`config.mk`:
```
export PLATFORM = sky130hd
export DESIGN_NAME = adcsf_status
export DESIGN_NICKNAME = d
export VERILOG_FILES = /design/src/logic/adcsf_pkg.sv /design/src/logic/adcsf_status.sv /design/src/logic/adcsf_tick_timer.sv
export SDC_FILE = /design/constraint.sdc
export NUM_CORES = 1
export LEC_CHECK = 0
export BUFFER_PORTS_ARGS = -buffer_cell sky130_fd_sc_hd__buf_2
export CORE_AREA = 2 2 155 232
export DETAILED_ROUTE_END_ITERATION = 7
export DIE_AREA = 0 0 157 234
export SLEW_MARGIN = 25
export SYNTH_ARGS = -nofsm -noshare
export SYNTH_HDL_FRONTEND = slang
export SYNTH_HIERARCHICAL = 1
export SYNTH_SLANG_ARGS = --single-unit
```
`constraint.sdc`:
```
create_clock -name pclk -period 24.3 [get_ports pclk]
set_input_delay 3.645 -clock pclk [delete_from_list [all_inputs] [get_ports pclk]]
set_output_delay 3.645 -clock pclk [all_outputs]
set_load 0.005 [all_outputs]
```
`src/logic/adcsf_pkg.sv`:
```
// Package with register map, field positions and timing constants of the ADC status flag block.
package adcsf_pkg;

  localparam int unsigned ADDR_W           = 8;
  localparam logic [7:0]  OFF_STATUS       = 8'h00;
  localparam logic [7:0]  OFF_INT_EN       = 8'h04;
  localparam logic [7:0]  OFF_MODE         = 8'h08;
  localparam logic [7:0]  OFF_CUR_CTRL     = 8'h0C;
  localparam logic [7:0]  OFF_FILTER       = 8'h18;
  localparam logic [7:0]  OFF_CUR_RESULT   = 8'h20;
  localparam logic [7:0]  OFF_AUX_RESULT   = 8'h24;
  localparam logic [7:0]  OFF_INT_CLR      = 8'h40;

  localparam int unsigned BIT_TICK         = 12;
  localparam int unsigned BIT_CAL          = 5;
  localparam int unsigned BIT_RSVD         = 4;
  localparam int unsigned BIT_AUX_ERR      = 3;
  localparam int unsigned BIT_CUR_ERR      = 2;
  localparam int unsigned BIT_AUX_RDY      = 1;
  localparam int unsigned BIT_CUR_RDY      = 0;

  localparam logic [15:0] STATUS_RST       = 16'h0000;
  localparam logic [15:0] FILTER_RST       = 16'h0007;
  localparam logic [15:0] MODE_RST         = 16'h0003;
  localparam logic [15:0] CUR_CTRL_RST     = 16'h0000;
  localparam logic [15:0] INT_EN_RST       = 16'h0000;
  localparam logic [15:0] STATUS_MASK      = 16'h102F;

  localparam int unsigned CLK_HZ           = 20000000;
  localparam int unsigned TICK_PERIOD_US   = 1000;
  localparam int unsigned TICK_CYCLES      = CLK_HZ / 1000000 * TICK_PERIOD_US;
  localparam int unsigned TICK_W           = 24;
  localparam int unsigned SETTLE_TICKS     = 2;

endpackage

```
`src/logic/adcsf_status.sv`:
```
// ADC status flag logic with APB register slave and one level interrupt.
//
// Overview of operation
// - Mode, filter or current control write clears calibration
// - Calibration finish sets calibration done flag
// - Aux under or overrange sets aux error
// - Battery above lower threshold sets, upper clears
// - Status read clears aux error flag
// - Current under or overrange sets current error
// - Status read clears current error flag
// - Current result read clears conversion tick
// - Always-interrupt mode ticks each output period
// - Default filter value gives one millisecond period
// - First two ticks after reconfiguration without ready
// - Current channel reconfiguration restarts tick timing
// - Enabled status sources OR into one interrupt
// - Current result read, or aux result read with current control bit 15 clear, clears both ready flags
`timescale 1ns/1ps
module adcsf_status
  import adcsf_pkg::*;
#(
  parameter int unsigned TICK_PERIOD = adcsf_pkg::TICK_CYCLES
) (
  input  wire logic                         pclk,
  input  wire logic                         presetn,
  input  wire logic                         psel,
  input  wire logic                         penable,
  input  wire logic                         pwrite,
  input  wire logic [adcsf_pkg::ADDR_W-1:0] paddr,
  input  wire logic [31:0]                  pwdata,
  output logic      [31:0]                  prdata,
  output logic                              pready,
  output logic                              pslverr,
  input  wire logic                         cal_done_pulse,
  input  wire logic                         cur_range_err,
  input  wire logic                         aux_range_err,
  input  wire logic                         cur_result_new,
  input  wire logic                         aux_result_new,
  input  wire logic                         vbat_above_low,
  input  wire logic                         vbat_above_high,
  input  wire logic                         always_int_mode,
  input  wire logic                         filter_settled,
  input  wire logic                         aux_enabled,
  output logic      [15:0]                  filter_config,
  output logic      [15:0]                  converter_mode,
  output logic      [15:0]                  current_channel_ctrl,
  output logic                              irq
);
  import adcsf_pkg::*;

  // Battery comparator levels come from the analog side, so they are synchronised.
  logic [1:0] vlow_sync_r;
  logic [1:0] vhigh_sync_r;
  wire        vbat_low_s  = vlow_sync_r[1];
  wire        vbat_high_s = vhigh_sync_r[1];

  logic [15:0] status_r;
  logic [15:0] int_en_r;
  logic [15:0] filter_r;
  logic [15:0] mode_r;
  logic [15:0] cur_ctrl_r;
  logic [31:0] prdata_r;
  logic [1:0]  settle_cnt_r;
  logic        vwin_prev_r;

  wire access    = psel && penable;
  wire wr        = access && pwrite;
  wire rd        = access && !pwrite;
  wire hit_sta   = (paddr == OFF_STATUS);
  wire hit_en    = (paddr == OFF_INT_EN);
  wire hit_mode  = (paddr == OFF_MODE);
  wire hit_cctl  = (paddr == OFF_CUR_CTRL);
  wire hit_flt   = (paddr == OFF_FILTER);
  wire hit_cres  = (paddr == OFF_CUR_RESULT);
  wire hit_ares  = (paddr == OFF_AUX_RESULT);
  wire hit_clr   = (paddr == OFF_INT_CLR);
  wire mapped    = hit_sta | hit_en | hit_mode | hit_cctl | hit_flt | hit_cres | hit_ares
                 | hit_clr;

  wire wr_mode   = wr && hit_mode;
  wire wr_cctl   = wr && hit_cctl;
  wire wr_flt    = wr && hit_flt;
  wire reconfig  = wr_mode || wr_flt || wr_cctl;
  wire rd_status = rd && hit_sta;
  wire rd_cres   = rd && hit_cres;
  wire rd_ares   = rd && hit_ares;
  wire wr_clr    = wr && hit_clr;
  wire [15:0] clr_mask = wr_clr ? pwdata[15:0] : 16'h0000;

  // The timer period scales with the filter word; the default word gives the nominal period.
  wire [TICK_W-1:0] period = TICK_W'((TICK_PERIOD * filter_r) / FILTER_RST);
  wire              tick_raw;

  adcsf_tick_timer #(
    .W (TICK_W)
  ) u_timer (
    .pclk    (pclk),
    .presetn (presetn),
    .restart (reconfig),
    .period  (period),
    .tick    (tick_raw)
  );

  // Outside always-interrupt mode a tick only counts once the filter has settled.
  wire tick      = tick_raw && (always_int_mode || filter_settled);
  wire settling  = (settle_cnt_r != 2'(SETTLE_TICKS));
  // Results are suppressed until two ticks have passed since reconfiguration.
  wire res_ok    = !settling;
  wire cur_new   = cur_result_new && res_ok;
  wire aux_new   = aux_result_new && aux_enabled && res_ok;

  // Entering the window above the lower level is an error event; above the upper level it drops.
  wire vwin      = vbat_low_s && !vbat_high_s;
  wire vwin_rise = vwin && !vwin_prev_r;

  wire rdy_clear = rd_cres || (rd_ares && !current_channel_ctrl[15]);
  wire [15:0] ev;
  assign ev[15:13] = 3'h0;
  assign ev[BIT_TICK]    = tick;
  assign ev[11:6]        = 6'h00;
  assign ev[BIT_CAL]     = cal_done_pulse;
  assign ev[BIT_RSVD]    = 1'b0;
  assign ev[BIT_AUX_ERR] = aux_new && aux_range_err || vwin_rise;
  assign ev[BIT_CUR_ERR] = cur_new && cur_range_err;
  assign ev[BIT_AUX_RDY] = aux_new;
  assign ev[BIT_CUR_RDY] = cur_new;

  // Clear terms are computed per bit; sets are OR'ed in afterwards so a new event wins.
  wire [15:0] clr;
  assign clr[15:13]      = 3'h0;
  assign clr[BIT_TICK]   = rd_cres || reconfig;
  assign clr[11:6]       = 6'h00;
  assign clr[BIT_CAL]    = reconfig;
  assign clr[BIT_RSVD]   = 1'b1;
  // A read clears only the error bits latched into its read word in the setup cycle, so an
  // error that lands between setup and access stays pending for the next read.
  assign clr[BIT_AUX_ERR] = (rd_status && prdata_r[BIT_AUX_ERR]) || reconfig
                          || vbat_high_s;
  assign clr[BIT_CUR_ERR] = (rd_status && prdata_r[BIT_CUR_ERR]) || reconfig;
  assign clr[BIT_AUX_RDY] = rdy_clear || reconfig;
  assign clr[BIT_CUR_RDY] = rdy_clear || reconfig;

  // Software may also clear flags by writing ones to the clear register.
  wire [15:0] status_nxt = ((status_r & ~(clr | clr_mask)) | ev) & STATUS_MASK;

  wire [15:0] rd_word = hit_sta  ? status_r :
                        hit_en   ? int_en_r :
                        hit_mode ? mode_r :
                        hit_cctl ? cur_ctrl_r :
                        hit_flt  ? filter_r : 16'h0000;

  always_ff @(posedge pclk or negedge presetn) begin
    if (!presetn) begin
      vlow_sync_r  <= 2'h0;
      vhigh_sync_r <= 2'h0;
      vwin_prev_r  <= 1'b0;
    end else begin
      vlow_sync_r  <= {vlow_sync_r[0], vbat_above_low};
      vhigh_sync_r <= {vhigh_sync_r[0], vbat_above_high};
      vwin_prev_r  <= vwin;
    end
  end

  always_ff @(posedge pclk or negedge presetn) begin
    if (!presetn) begin
      status_r <= STATUS_RST;
    end else begin
      status_r <= status_nxt;
    end
  end

  always_ff @(posedge pclk or negedge presetn) begin
    if (!presetn) begin
      settle_cnt_r <= 2'h0;
    end else if (reconfig) begin
      settle_cnt_r <= 2'h0;
    end else if (tick && settling) begin
      settle_cnt_r <= settle_cnt_r + 2'h1;
    end
  end

  always_ff @(posedge pclk or negedge presetn) begin
    if (!presetn) begin
      int_en_r   <= INT_EN_RST;
      filter_r   <= FILTER_RST;
      mode_r     <= MODE_RST;
      cur_ctrl_r <= CUR_CTRL_RST;
    end else begin
      if (wr && hit_en) begin
        int_en_r <= pwdata[15:0] & STATUS_MASK;
      end
      if (wr_flt) begin
        filter_r <= (pwdata[15:0] == 16'h0000) ? FILTER_RST : pwdata[15:0];
      end
      if (wr_mode) begin
        mode_r <= pwdata[15:0];
      end
      if (wr_cctl) begin
        cur_ctrl_r <= pwdata[15:0];
      end
    end
  end

  always_ff @(posedge pclk or negedge presetn) begin
    if (!presetn) begin
      prdata_r <= 32'h00000000;
    end else if (psel && !penable && !pwrite) begin
      prdata_r <= {16'h0000, rd_word};
    end
  end

  // Data is latched in the setup cycle, so every access completes with no wait state.
  assign pready               = 1'b1;
  assign pslverr              = access && !mapped;
  assign prdata               = prdata_r;
  assign filter_config        = filter_r;
  assign converter_mode       = mode_r;
  assign current_channel_ctrl = cur_ctrl_r;
  assign irq                  = |(status_r & int_en_r);

endmodule // adcsf_status

```
`src/logic/adcsf_tick_timer.sv`:
```
// Restartable periodic timer that produces the conversion tick.
`timescale 1ns/1ps
module adcsf_tick_timer #(
  parameter int unsigned W = 24
) (
  input  wire logic         pclk,
  input  wire logic         presetn,
  input  wire logic         restart,
  input  wire logic [W-1:0] period,
  output logic              tick
);
  logic [W-1:0] count_r;
  logic [W-1:0] count_nxt;
  wire          at_end = (count_r >= period - W'(1));

  assign count_nxt = (restart || at_end) ? '0 : count_r + W'(1);
  assign tick      = at_end && !restart;

  always_ff @(posedge pclk or negedge presetn) begin
    if (!presetn) begin
      count_r <= '0;
    end else begin
      count_r <= count_nxt;
    end
  end
endmodule // adcsf_tick_timer

```
## Word-level counts from Yosys, hierarchy flattened

Cells that the tools add are included.

- Register bits after elaboration: 107
- Input bits: 55
- Output and inout bits: 83
- Word-level logic and storage cells: 97

- $add $sub $neg: 3
- Multipliers: 1
- Divide/modulo/power cells: 1
- $lt $le $gt $ge: 1
- Eq/ne operators: 8
- Muxes and demuxes: 10
- Bitwise gates (word level): 12
- Reductions and logical operators: 50

Operators with widths:

| cell | count |
|---|---|
| two-way mux 16 bit | 6 |
| divider 31 x 3 -> 32 bit, second input constant | 1 |
| logical AND 1 bit | 27 |
| bitwise AND 13 bit | 2 |
| multiplier 10 x 16 -> 26 bit, first input constant | 1 |
| OR 13 bit | 2 |
| adder 24 x 1 -> 24 bit, second input constant | 1 |
| greater-or-equal comparator 24 bit | 1 |
| two-way mux 24 bit | 1 |
| subtractor 24 x 1 -> 24 bit, second input constant | 1 |
| equality test 8 x 4 -> 1 bit, second input constant | 2 |
| equality test 8 x 6 -> 1 bit, second input constant | 2 |
| logical NOT 16 bit | 1 |
| OR reduction 16 bit | 1 |
| two-way mux 13 bit | 1 |
| NOT 13 bit | 1 |
| logical OR 1 bit | 11 |
| equality test 8 x 3 -> 1 bit, second input constant | 1 |
| equality test 8 x 5 -> 1 bit, second input constant | 1 |
| equality test 8 x 7 -> 1 bit, second input constant | 1 |
| logical NOT 1 bit | 8 |
| logical NOT 8 bit | 1 |
| OR 1 bit | 7 |
| two-way mux 2 bit | 2 |
| other kinds (3) | 3 |

## Longest topological paths before layout

Gate-level depths: netlist of the first run.

- Word-level depth: 11
- Mapped depth: 88
- Mapped depth without buffers: 78

## Cells and area by module

Netlist of the first run, hierarchy kept.

Modules (own cells, without submodules):

| module | times used | cells each | area an instance (sq um) | sequential area each (sq um) |
|---|---|---|---|---|
| adcsf_status | 1 | 1333 | 11598.6 | 2083.2 |
| adcsf_tick_timer | 1 | 237 | 2104.5 | 600.6 |

## Worst setup path after synthesis of the first run

OpenSTA, ideal clock, no wires.

- Path kind: flip-flop to flip-flop
- From: register filter_r[8], in the netlist filter_config[8]
- To: register settle_cnt_r[1]
- Setup time: 0.078 ns
- Arrival time: 17.961 ns
- Data required time: 24.222 ns
- Path slack: 6.262 ns
- Stages on the path, launching flop included: 82
- Path buffers: 6
- Period minus slack after synthesis: 18.038 ns
- Cells stage by stage: dfrtp_1 -> inv_1 -> fa_1 -> inv_1 -> ha_1 -> fa_1 -> ha_1 -> inv_1 -> fa_1 -> inv_1 -> ha_1 -> buf_6 -> nand2_1 -> or3_1 -> a311o_2 -> a211oi_2 -> a311oi_2 -> nor4_4 -> [... 46 more ...] -> o211ai_1 -> a21oi_1 -> o221ai_1 -> inv_1 -> ha_1 -> nand2b_1 -> or4_4 -> nor3b_2 -> xnor2_1 -> ha_1 -> nand4_1 -> nor4_1 -> nand4_1 -> o211ai_1 -> and2_1 -> o21ai_0 -> or3_1 -> a21oi_1

- Longest elaborated chain between the ends: 8

Ends and longest elaborated chain:

| element | line | RTL |
|---|---|---|
| from (decl) | adcsf_status.sv:59 | `logic [15:0] filter_r;` |
| from (signal assigned) | adcsf_status.sv:193 | `filter_r <= (pwdata[15:0] == 16'h0000) ? FILTER_RST : pwdata[15:0];` |
| multiplier 10 x 16 -> 26 bit | adcsf_status.sv:91 | `wire [TICK_W-1:0] period = TICK_W'((TICK_PERIOD * filter_r) / FILTER_RST);` |
| divider 31 x 3 -> 32 bit | adcsf_status.sv:91 |  |
| named net period[5] | adcsf_status.sv:91 |  |
| subtractor 24 x 1 -> 24 bit | adcsf_tick_timer.sv:14 | `wire at_end = (count_r >= period - W'(1));` |
| greater-or-equal comparator 24 bit | adcsf_tick_timer.sv:14 |  |
| logical AND 1 bit | adcsf_tick_timer.sv:17 | `assign tick = at_end && !restart;` |
| named net tick_raw | adcsf_status.sv:92 | `wire tick_raw;` |
| logical AND 1 bit | adcsf_status.sv:105 | `wire tick = tick_raw && (always_int_mode \|\| filter_settled);` |
| logical AND 1 bit | adcsf_status.sv:177 | `end else if (tick && settling) begin` |
| nonzero test 2 bit (no line) | n/a |  |
| to (signal assigned) | adcsf_status.sv:178 | `settle_cnt_r <= settle_cnt_r + 2'h1;` |
| to (decl) | adcsf_status.sv:63 | `logic [1:0] settle_cnt_r;` |

The timed path passes the listed nets, and every way through them passes these cells.
A chain may end at the register's enable or synchronous reset.

## Worst setup path after layout of the first run

- From: register filter_r[4], in the netlist filter_config[4]
- To: register settle_cnt_r[1]

The elaborated chain is that of the path after synthesis.

==> impl_metrics.tcl, run 1 <==
set metrics [dict create \
    fp.dieW_um 157 \
    viasPerCell 5.79 \
    post_drt_wl_per_cell_um 17.2 \
    crit_family "compound AO/OA/AOI/OAI gates" \
    detailed_place_hpwl_mm 28.6 \
    diodes 0 \
    start_util_pct 39.4 \
    ys_warn_count 6 \
    finalWirelength_mm 36.3 \
    outcome "finished clean" \
    worstPathRequired_ns 24.62 \
    path_depth 77 \
    cp_data_arrival_time_ns 22.07 \
    overflow 0 \
    synth_ff_type "dfrtp_1" \
    vias 12200 \
    fmax_mhz 46.0 \
    postSynthAreaPerCell_um2 8.73 \
    crit_start "filter_config[4]" \
    dr.pass1.iters 5 \
    grt_max_degree 69 \
    setup.worst_path.class "reg2reg" \
    slowest_stage "a221oi_2" \
    cts_hold_buf 0 \
    drc 0 \
    setup_viol 0 \
    async_flop_share_pct 100 \
    io_pins 138 \
    drv_cap 0 \
    critPathCaptureType "register" \
    worst_path_largest_cell_delay_ns 0.67 \
    clk_pin_slew_ns 0.09 \
    rsz0062_at_grt "no" \
    dp.cells 2093 \
    fin_util_pct 42.2 \
    core_area_um2 34800 \
    layout.nets 1827 \
    ff2ff_path_depth 77 \
    htree_levels 3 \
    cp_max_fo 12 \
    io_buffer_count 104 \
    ctsResizeCount 0 \
    globalplace.congestion 0.864 \
    tightest_slew_ns 0.890 \
    worst_setup_path_start_kind "register" \
    area_delta_synth_final_pct 7.06 \
    root_buffer "clkbuf_16" \
    min_period_over_period_pct 89.5 \
    synth_edf_count 0 \
    cts_max_path_buffers 2 \
    critPathBufInv 8 \
    reg2reg_from "filter_config[4]" \
    fp.dieH_um 234 \
    grt_pass1_wl_mm 59.8 \
    antenna_found_initial 0 \
    min_period_ns 21.75 \
    finalSetupTns_ns 0 \
    fillerInstances 3530 \
    dr.first_iter.drc_count 702 \
    yosysSeqAreaShare_pct 19.6 \
    worst_hold_path.num_cells 0 \
    drtAntennaViolNets 0 \
    synthDistinctLibCells 145 \
    numCtsBuffers 9 \
    grtUsageTotal_pct 20.0 \
    stdcell_count 2109 \
    postSynthCellCount 1570 \
    drv_slew 0 \
    hold_start "vhigh_sync_r[0]" \
    finalHoldViolCount 0 \
    layout-drive-gt1-share_pct 20.6 \
    slew_headroom_pct 40.4 \
    fp-row-count 84 \
    finalClockSkew_ns 0.0145 \
    cts_tree "built" \
    post_cts.repair.setup_buffers 0 \
    grt_pass1_vias 12100 \
    cts.sinks 107 \
    ys_seq_elements 107 \
    hold_class "reg2reg" \
    synth_area_um2 13700 \
    dieArea_um2 36700 \
    clk-insertion-delay-late_ns 0.39 \
]
routing by layer:
layer	global-route usage, %	vias up	part of all wire (%)
met3	2.72	69	3.8
li1	-	5908	-
met5	0	-	0
met2	37.6	316	53
met1	22.1	5916	40
met4	8.97	0	3.9
flip-flops by register name, indices dropped and copies added (netlist names):
register / count
converter_mode: 16
status_r: 6
settle_cnt_r: 2
vlow_sync_r: 2
current_channel_ctrl: 16
prdata: 16
u_timer/count_r: 24
filter_config: 16
vhigh_sync_r: 2
int_en_r: 6
vwin_prev_r: 1
cell usage in the layout, fill, tap and decap left out, types with 13 or more instances in the layout:
master	count
xor2_1	36
nand2_1	112
a211oi_1	19
o21ai_1	14
o21ai_0	50
buf_2	103
dfrtp_1	102
nor3_1	43
conb_1	17
nand3_1	57
mux2i_1	32
xnor2_1	47
nor4_1	15
inv_1	124
or3_1	13
a21oi_1	87
o211ai_1	18
nand4_1	24
nor2_1	113
a31oi_1	15
ha_1	106
and2_1	13
o31ai_1	17
and3_1	13
fa_1	35
mux2_2	53
layout make-up:
class	count	area [um^2]	area share [%]
Multi-Input combinational cell	1270	9990	68.1
Sequential cell	107	2680	18.3
Timing Repair Buffer	115	606	4.13
Tap cell	473	592	4.03
Inverter	128	480	3.28
Clock buffer	9	225	1.54
Clock inverter	7	88.8	0.606
per-stage QoR:
stage                     hold WS, ns  worst slack [ns]  area [um^2]
after floorplan                 0.331              6.26        13800
after global placement          0.341              2.96        14400
after detailed placement        0.342              2.82        14400
after CTS                       0.363              2.74        14700
after global routing            0.373              1.09        14700
final                           0.360              2.55        14700
logic make-up after synthesis:
| group | synth area share, % |
|---|---|
| adders and majority gates | 14.8 |
| xor gates and xnor gates | 5.83 |
| muxes | 7.20 |
| other | 0.0548 |
| AOI/OAI and AO/OA | 25.0 |
| DFF | 19.6 |
| buffers and inverters | 7.97 |
| and+or+nand+nor | 19.6 |
cells in the mapped netlist (7+ instances only):
master | number | area share [%]
and3_1 | 13 | 0.59
a21oi_2 | 7 | 0.45
o221ai_1 | 7 | 0.45
nor4_1 | 16 | 0.73
nor2_1 | 113 | 3.1
clkbuf_8 | 10 | 1.0
nor3_1 | 44 | 1.6
a211oi_1 | 19 | 1.0
o211ai_1 | 18 | 0.99
clkbuf_1 | 21 | 0.58
o21ai_1 | 14 | 0.51
a21oi_1 | 87 | 3.2
xor2_1 | 36 | 2.3
nand2_1 | 112 | 3.1
o21a_1 | 8 | 0.44
o31ai_1 | 17 | 0.93
or3_1 | 13 | 0.59
nand2b_1 | 7 | 0.32
dfrtp_1 | 102 | 19
nand4_1 | 24 | 1.1
a22oi_1 | 12 | 0.66
a21o_1 | 8 | 0.44
o22a_1 | 7 | 0.45
or2_2 | 7 | 0.32
ha_1 | 106 | 9.7
xnor2_1 | 47 | 3.0
and2_1 | 13 | 0.59
o21ai_0 | 50 | 1.8
fa_1 | 35 | 5.1
mux2i_1 | 32 | 2.3
inv_1 | 124 | 3.4
or4_1 | 8 | 0.44
nand3_1 | 57 | 2.1
buf_4 | 24 | 1.3
buf_6 | 13 | 1.1
a31oi_1 | 15 | 0.68
mux2_2 | 53 | 4.4
path summary, 6_finish.rpt:
kind	to	slack (ns)
setup / recovery	settle_cnt_r[1]	2.55
hold reg to reg	vhigh_sync_r[1]	0.36
setup reg to reg	settle_cnt_r[1]	2.55
min in group asynchronous	u_timer/count_r[3]	3.24
hold / removal	vhigh_sync_r[1]	0.36
max in group asynchronous	filter_config[7]	19.76
Power of run 1 is not shown: default switching activity piles up to over one toggle a cycle in this logic, so the estimate is an artifact.
==> inputs of run 2 (changes only) <==
--- a/config.mk
+++ b/config.mk
@@ -7,8 +7,10 @@
 export LEC_CHECK = 0
 export BUFFER_PORTS_ARGS = -buffer_cell sky130_fd_sc_hd__buf_2
 export CORE_AREA = 2 2 155 232
+export CTS_BUF_LIST = sky130_fd_sc_hd__clkbuf_4 sky130_fd_sc_hd__clkbuf_8
 export DETAILED_ROUTE_END_ITERATION = 7
 export DIE_AREA = 0 0 157 234
+export HOLD_SLACK_MARGIN = 0.03
 export SLEW_MARGIN = 25
 export SYNTH_ARGS = -nofsm -noshare
 export SYNTH_HDL_FRONTEND = slang
==> run 2 against run 1 <==
Compared with the run above:
- utilization fell by 0.29 points
- maximum frequency barely moved
- design area fell by 0.69%
- critical endpoint unchanged
- clock-buffer cell count did not move
==> impl_metrics.tcl, run 2 (synthesized netlist as in run 1, its figures left out) <==
set metrics [dict create \
    multi_input_area_um2 9990 \
    numCtsBuffers 9 \
    final_common_cell "inv_1" \
    fin_util_pct 41.9 \
    grtUsageMet1_pct 22.0 \
    grt_max_degree 69 \
    slew_headroom_pct 40.2 \
    grt_pass1_wl_mm 59.7 \
    root_buffer "clkbuf_8" \
    overflow 0 \
    cts_max_path_buffers 2 \
    drv_cap 0 \
    hold_class "reg2reg" \
    detailed_place_hpwl_mm 28.6 \
    antenna_found_initial 0 \
    drtAntennaViolNets 0 \
    cts.sinks 107 \
    fmax_mhz 46.0 \
    drv_slew 0 \
    area_delta_synth_final_pct 6.32 \
    gr-usage-met3_pct 2.57 \
    setup_viol 0 \
    layout-drive-gt1-share_pct 20.6 \
    crit_family "compound AO/OA/AOI/OAI gates" \
    core_area_um2 34800 \
    worstPathRequired_ns 24.67 \
    grt_busiest_layer "met2" \
    fillerInstances 3544 \
    worst_path_largest_cell_delay_ns 0.67 \
    io_pins 138 \
    dieArea_um2 36700 \
    tightest_slew_ns 0.894 \
    setup.worst_path.class "reg2reg" \
    layout.nets 1827 \
    dr.pass1.iters 5 \
    grtUsageTotal_pct 19.9 \
    cts_tree "built" \
    viasPerCell 5.76 \
    clk_pin_slew_ns 0.13 \
    fp.dieH_um 234 \
    mostFrequentLayoutCells "inv_1 (124), nor2_1 (113), nand2_1 (112)" \
    critPathBufInv 8 \
    finalHoldViolCount 0 \
    fp.dieW_um 157 \
    htree_levels 3 \
    slowest_stage "a221oi_2" \
    cts_hold_buf 0 \
    post_drt_wl_per_cell_um 17.2 \
    globalplace.congestion 0.864 \
    min_period_ns 21.73 \
    worst_setup_path_start_kind "register" \
    fp-row-count 84 \
    finalInstanceArea_um2 14600 \
    critPathCaptureType "register" \
    largest_reg_flops 24 \
    cp_max_fo 12 \
    rsz0062_at_grt "no" \
    drc 0 \
    met2_usage_pct 37.7 \
    register_area_um2 2680 \
    ctsResizeCount 0 \
    io_buffer_count 104 \
    start_util_pct 39.4 \
    cp_data_arrival_time_ns 22.11 \
    diodes 0 \
    clk-insertion-delay-late_ns 0.44 \
    vias 12100 \
    top_register "u_timer/count_r" \
    finalClockSkew_ns 0.0208 \
    min_period_over_period_pct 89.4 \
    dpl-instance-area_um2 14400 \
    dr.first_iter.drc_count 640 \
    outcome "finished clean" \
    grt_pass1_vias 12100 \
    finalSetupTns_ns 0 \
    post_cts.repair.setup_buffers 0 \
    finalWirelength_mm 36.3 \
]
run 2: cell count changes in the layout (fill, tap and decap cells not counted):
cell,delta
clkbuf_8,+9
clkbuf_16,-9
run 2: path summary, 6_finish.rpt:
kind | start | endpoint | slack [ns] | cells after the start
max in group asynchronous | presetn | current_channel_ctrl[8] | 19.81 | 2
min in group asynchronous | presetn | u_timer/count_r[3] | 3.18 | 1
worst max register to register | filter_config[4] | settle_cnt_r[1] | 2.57 | 77
worst min register to register | vhigh_sync_r[0] | vhigh_sync_r[1] | 0.37 | 0
worst max-delay path | filter_config[4] | settle_cnt_r[1] | 2.57 | 77
worst min-delay path | vhigh_sync_r[0] | vhigh_sync_r[1] | 0.37 | 0
run 2: layout make-up:
type	instances	area share [%]
clock buffer	9	0.850
tap	473	4.06
clock inverter	7	0.610
timing repair buffer	115	4.16
sequential	107	18.4
multi-input combinational	1270	68.6
inverter	128	3.30
run 2: stage by stage:
step,hold slack [ns],instances,setup slack [ns]
after floorplan,0.331,1585,6.26
after global placement,0.341,2093,2.96
after detailed placement,0.342,2093,2.82
after CTS,0.372,2109,2.73
after global routing,0.384,2109,1.09
final,0.369,2109,2.57
run 2: per-layer routing:
layer	share of wire [%]	wire length (um)	up-vias
li1	-	-	5900
met1	40	14500	5882
met2	53	19100	293
met3	3.7	1350	69
met4	3.7	1350	0
met5	0	0	-
Power of run 2 is left out for the same reason.
==> inputs of run 3 (changes only) <==
--- a/config.mk
+++ b/config.mk
@@ -11,6 +11,7 @@
 export DETAILED_ROUTE_END_ITERATION = 7
 export DIE_AREA = 0 0 157 234
 export HOLD_SLACK_MARGIN = 0.03
+export RECOVER_POWER = 100
 export SLEW_MARGIN = 25
 export SYNTH_ARGS = -nofsm -noshare
 export SYNTH_HDL_FRONTEND = slang
==> run 3 against run 2 <==
Compared with the run above:
- the flow now finishes with violations (max-capacitance violations, max-slew violations)
- clock skew increased by 0.0011 ns
- register-to-register slack got worse by 0.50 ns
- hold slack about the same
- worst setup slack got worse by 0.50 ns
- sequential cell count unchanged
- sequential share of layout area increased by 0.11 points
- via count increased by 0.30%
- design area decreased by 0.57%
- largest cell class unchanged
==> impl_metrics.tcl, run 3 (synthesized netlist as in run 1, its figures left out) <==
set metrics [dict create \
    vias 12200 \
    drtAntennaViolNets 0 \
    root_buffer "clkbuf_8" \
    grt_max_degree 69 \
    area_delta_synth_final_pct 5.72 \
    critPathCaptureType "register" \
    viasPerCell 5.78 \
    cp_common_cell "ha_1" \
    worst_setup_path_start_kind "register" \
    clk-insertion-delay-late_ns 0.44 \
    cts.sinks 107 \
    post_cts.repair.setup_buffers 0 \
    ctsResizeCount 0 \
    outcome "complete, but fails checks" \
    core_area_um2 34800 \
    detailed_place_hpwl_mm 28.6 \
    min_period_over_period_pct 91.5 \
    cp_max_fo 13 \
    mostFrequentLayoutCells "inv_1 (124), nor2_1 (113), nand2_1 (112)" \
    setup.worst_path.class "reg2reg" \
    gr-usage-met3_pct 2.57 \
    antenna_found_initial 0 \
    cts_max_path_buffers 2 \
    grtUsageTotal_pct 19.9 \
    cp_data_arrival_time_ns 22.60 \
    dieArea_um2 36700 \
    register_area_um2 2680 \
    drv_cap 3 \
    numCtsBuffers 9 \
    fp.dieW_um 157 \
    overflow 0 \
    htree_levels 3 \
    top_register "u_timer/count_r" \
    drv_slew 134 \
    final_common_cell "inv_1" \
    grt_pass1_vias 12100 \
    dr.pass1.iters 5 \
    setup_viol 0 \
    grt_busiest_layer "met2" \
    rsz0062_at_grt "no" \
    grt_pass1_wl_mm 59.7 \
    violations "max-capacitance violations, max-slew violations" \
    layout.nets 1827 \
    min_period_ns 22.24 \
    hold_slack_ns 0.369 \
    io_pins 138 \
    met2_usage_pct 37.7 \
    fmax_mhz 45.0 \
    tightest_slew_ns 3.65 \
    fp.dieH_um 234 \
    dr.first_iter.drc_count 606 \
    cts_hold_buf 0 \
    finalClockSkew_ns 0.0219 \
    layout-drive-gt1-share_pct 17.4 \
    fillerInstances 3563 \
    start_util_pct 39.4 \
    largest_reg_flops 24 \
    finalHoldViolCount 0 \
    hold_class "reg2reg" \
    io_buffer_count 104 \
    fp-row-count 84 \
    clk_pin_slew_ns 0.13 \
    finalWirelength_mm 36.2 \
    grtUsageMet1_pct 22.0 \
    globalplace.congestion 0.864 \
    multi_input_area_um2 9970 \
    slew_headroom_pct -143 \
    finalSetupTns_ns 0 \
    drc 0 \
    worstPathRequired_ns 24.66 \
    slowest_stage "dfstp_1" \
    cts_tree "built" \
    diodes 0 \
    worst_path_largest_cell_delay_ns 0.84 \
    post_drt_wl_per_cell_um 17.2 \
]
==> run 3: cell type report <==
type / instances / area share [%]
Tap cell: 473 / 4.09
Clock buffer: 9 / 0.855
Inverter: 128 / 3.32
Multi-Input combinational cell: 1270 / 68.9
Timing Repair Buffer: 115 / 3.75
Sequential cell: 107 / 18.5
Clock inverter: 7 / 0.613
==> run 3: metal layers <==
metal / share of wire, % / routed length (um) / vias up
met5: 0 / 0 / -
met4: 3.8 / 1370 / 0
met3: 3.5 / 1280 / 74
met2: 53 / 19100 / 291
met1: 40 / 14500 / 5905
li1: - / - / 5910
==> run 3: per-stage QoR <==
step	util (%)	area [um^2]	std cells	worst slack, ns
after detailed placement	41.3	14400	2093	2.82
after CTS	41.9	14600	2109	2.73
after global routing	41.6	14500	2109	0.569
after global placement	41.3	14400	2093	2.96
final	41.6	14500	2109	2.06
after floorplan	-	13800	1585	6.26
==> run 3: critical path: cells and delay by family (launching register included) <==
family,cells,cell delay [ns]
AOI/OAI and AO/OA,35,10.56
xor gates and xnor gates,1,0.11
adders and majority gates,9,3.06
buffers and inverters,6,0.98
DFF,1,0.84
muxes,2,0.44
and+or+nand+nor,21,6.14
==> run 3: path summary, 6_finish.rpt <==
kind                                   from                       to  slack [ns]  depth (start not counted)
hold reg to reg             vhigh_sync_r[0]          vhigh_sync_r[1]        0.37                          0
min in group asynchronous           presetn       u_timer/count_r[3]        3.89                          1
setup reg to reg           filter_config[2]          settle_cnt_r[1]        2.06                         74
hold / removal              vhigh_sync_r[0]          vhigh_sync_r[1]        0.37                          0
setup / recovery           filter_config[2]          settle_cnt_r[1]        2.06                         74
max in group asynchronous           presetn  current_channel_ctrl[8]       16.01                          2
Power of run 3 is left out for the same reason.
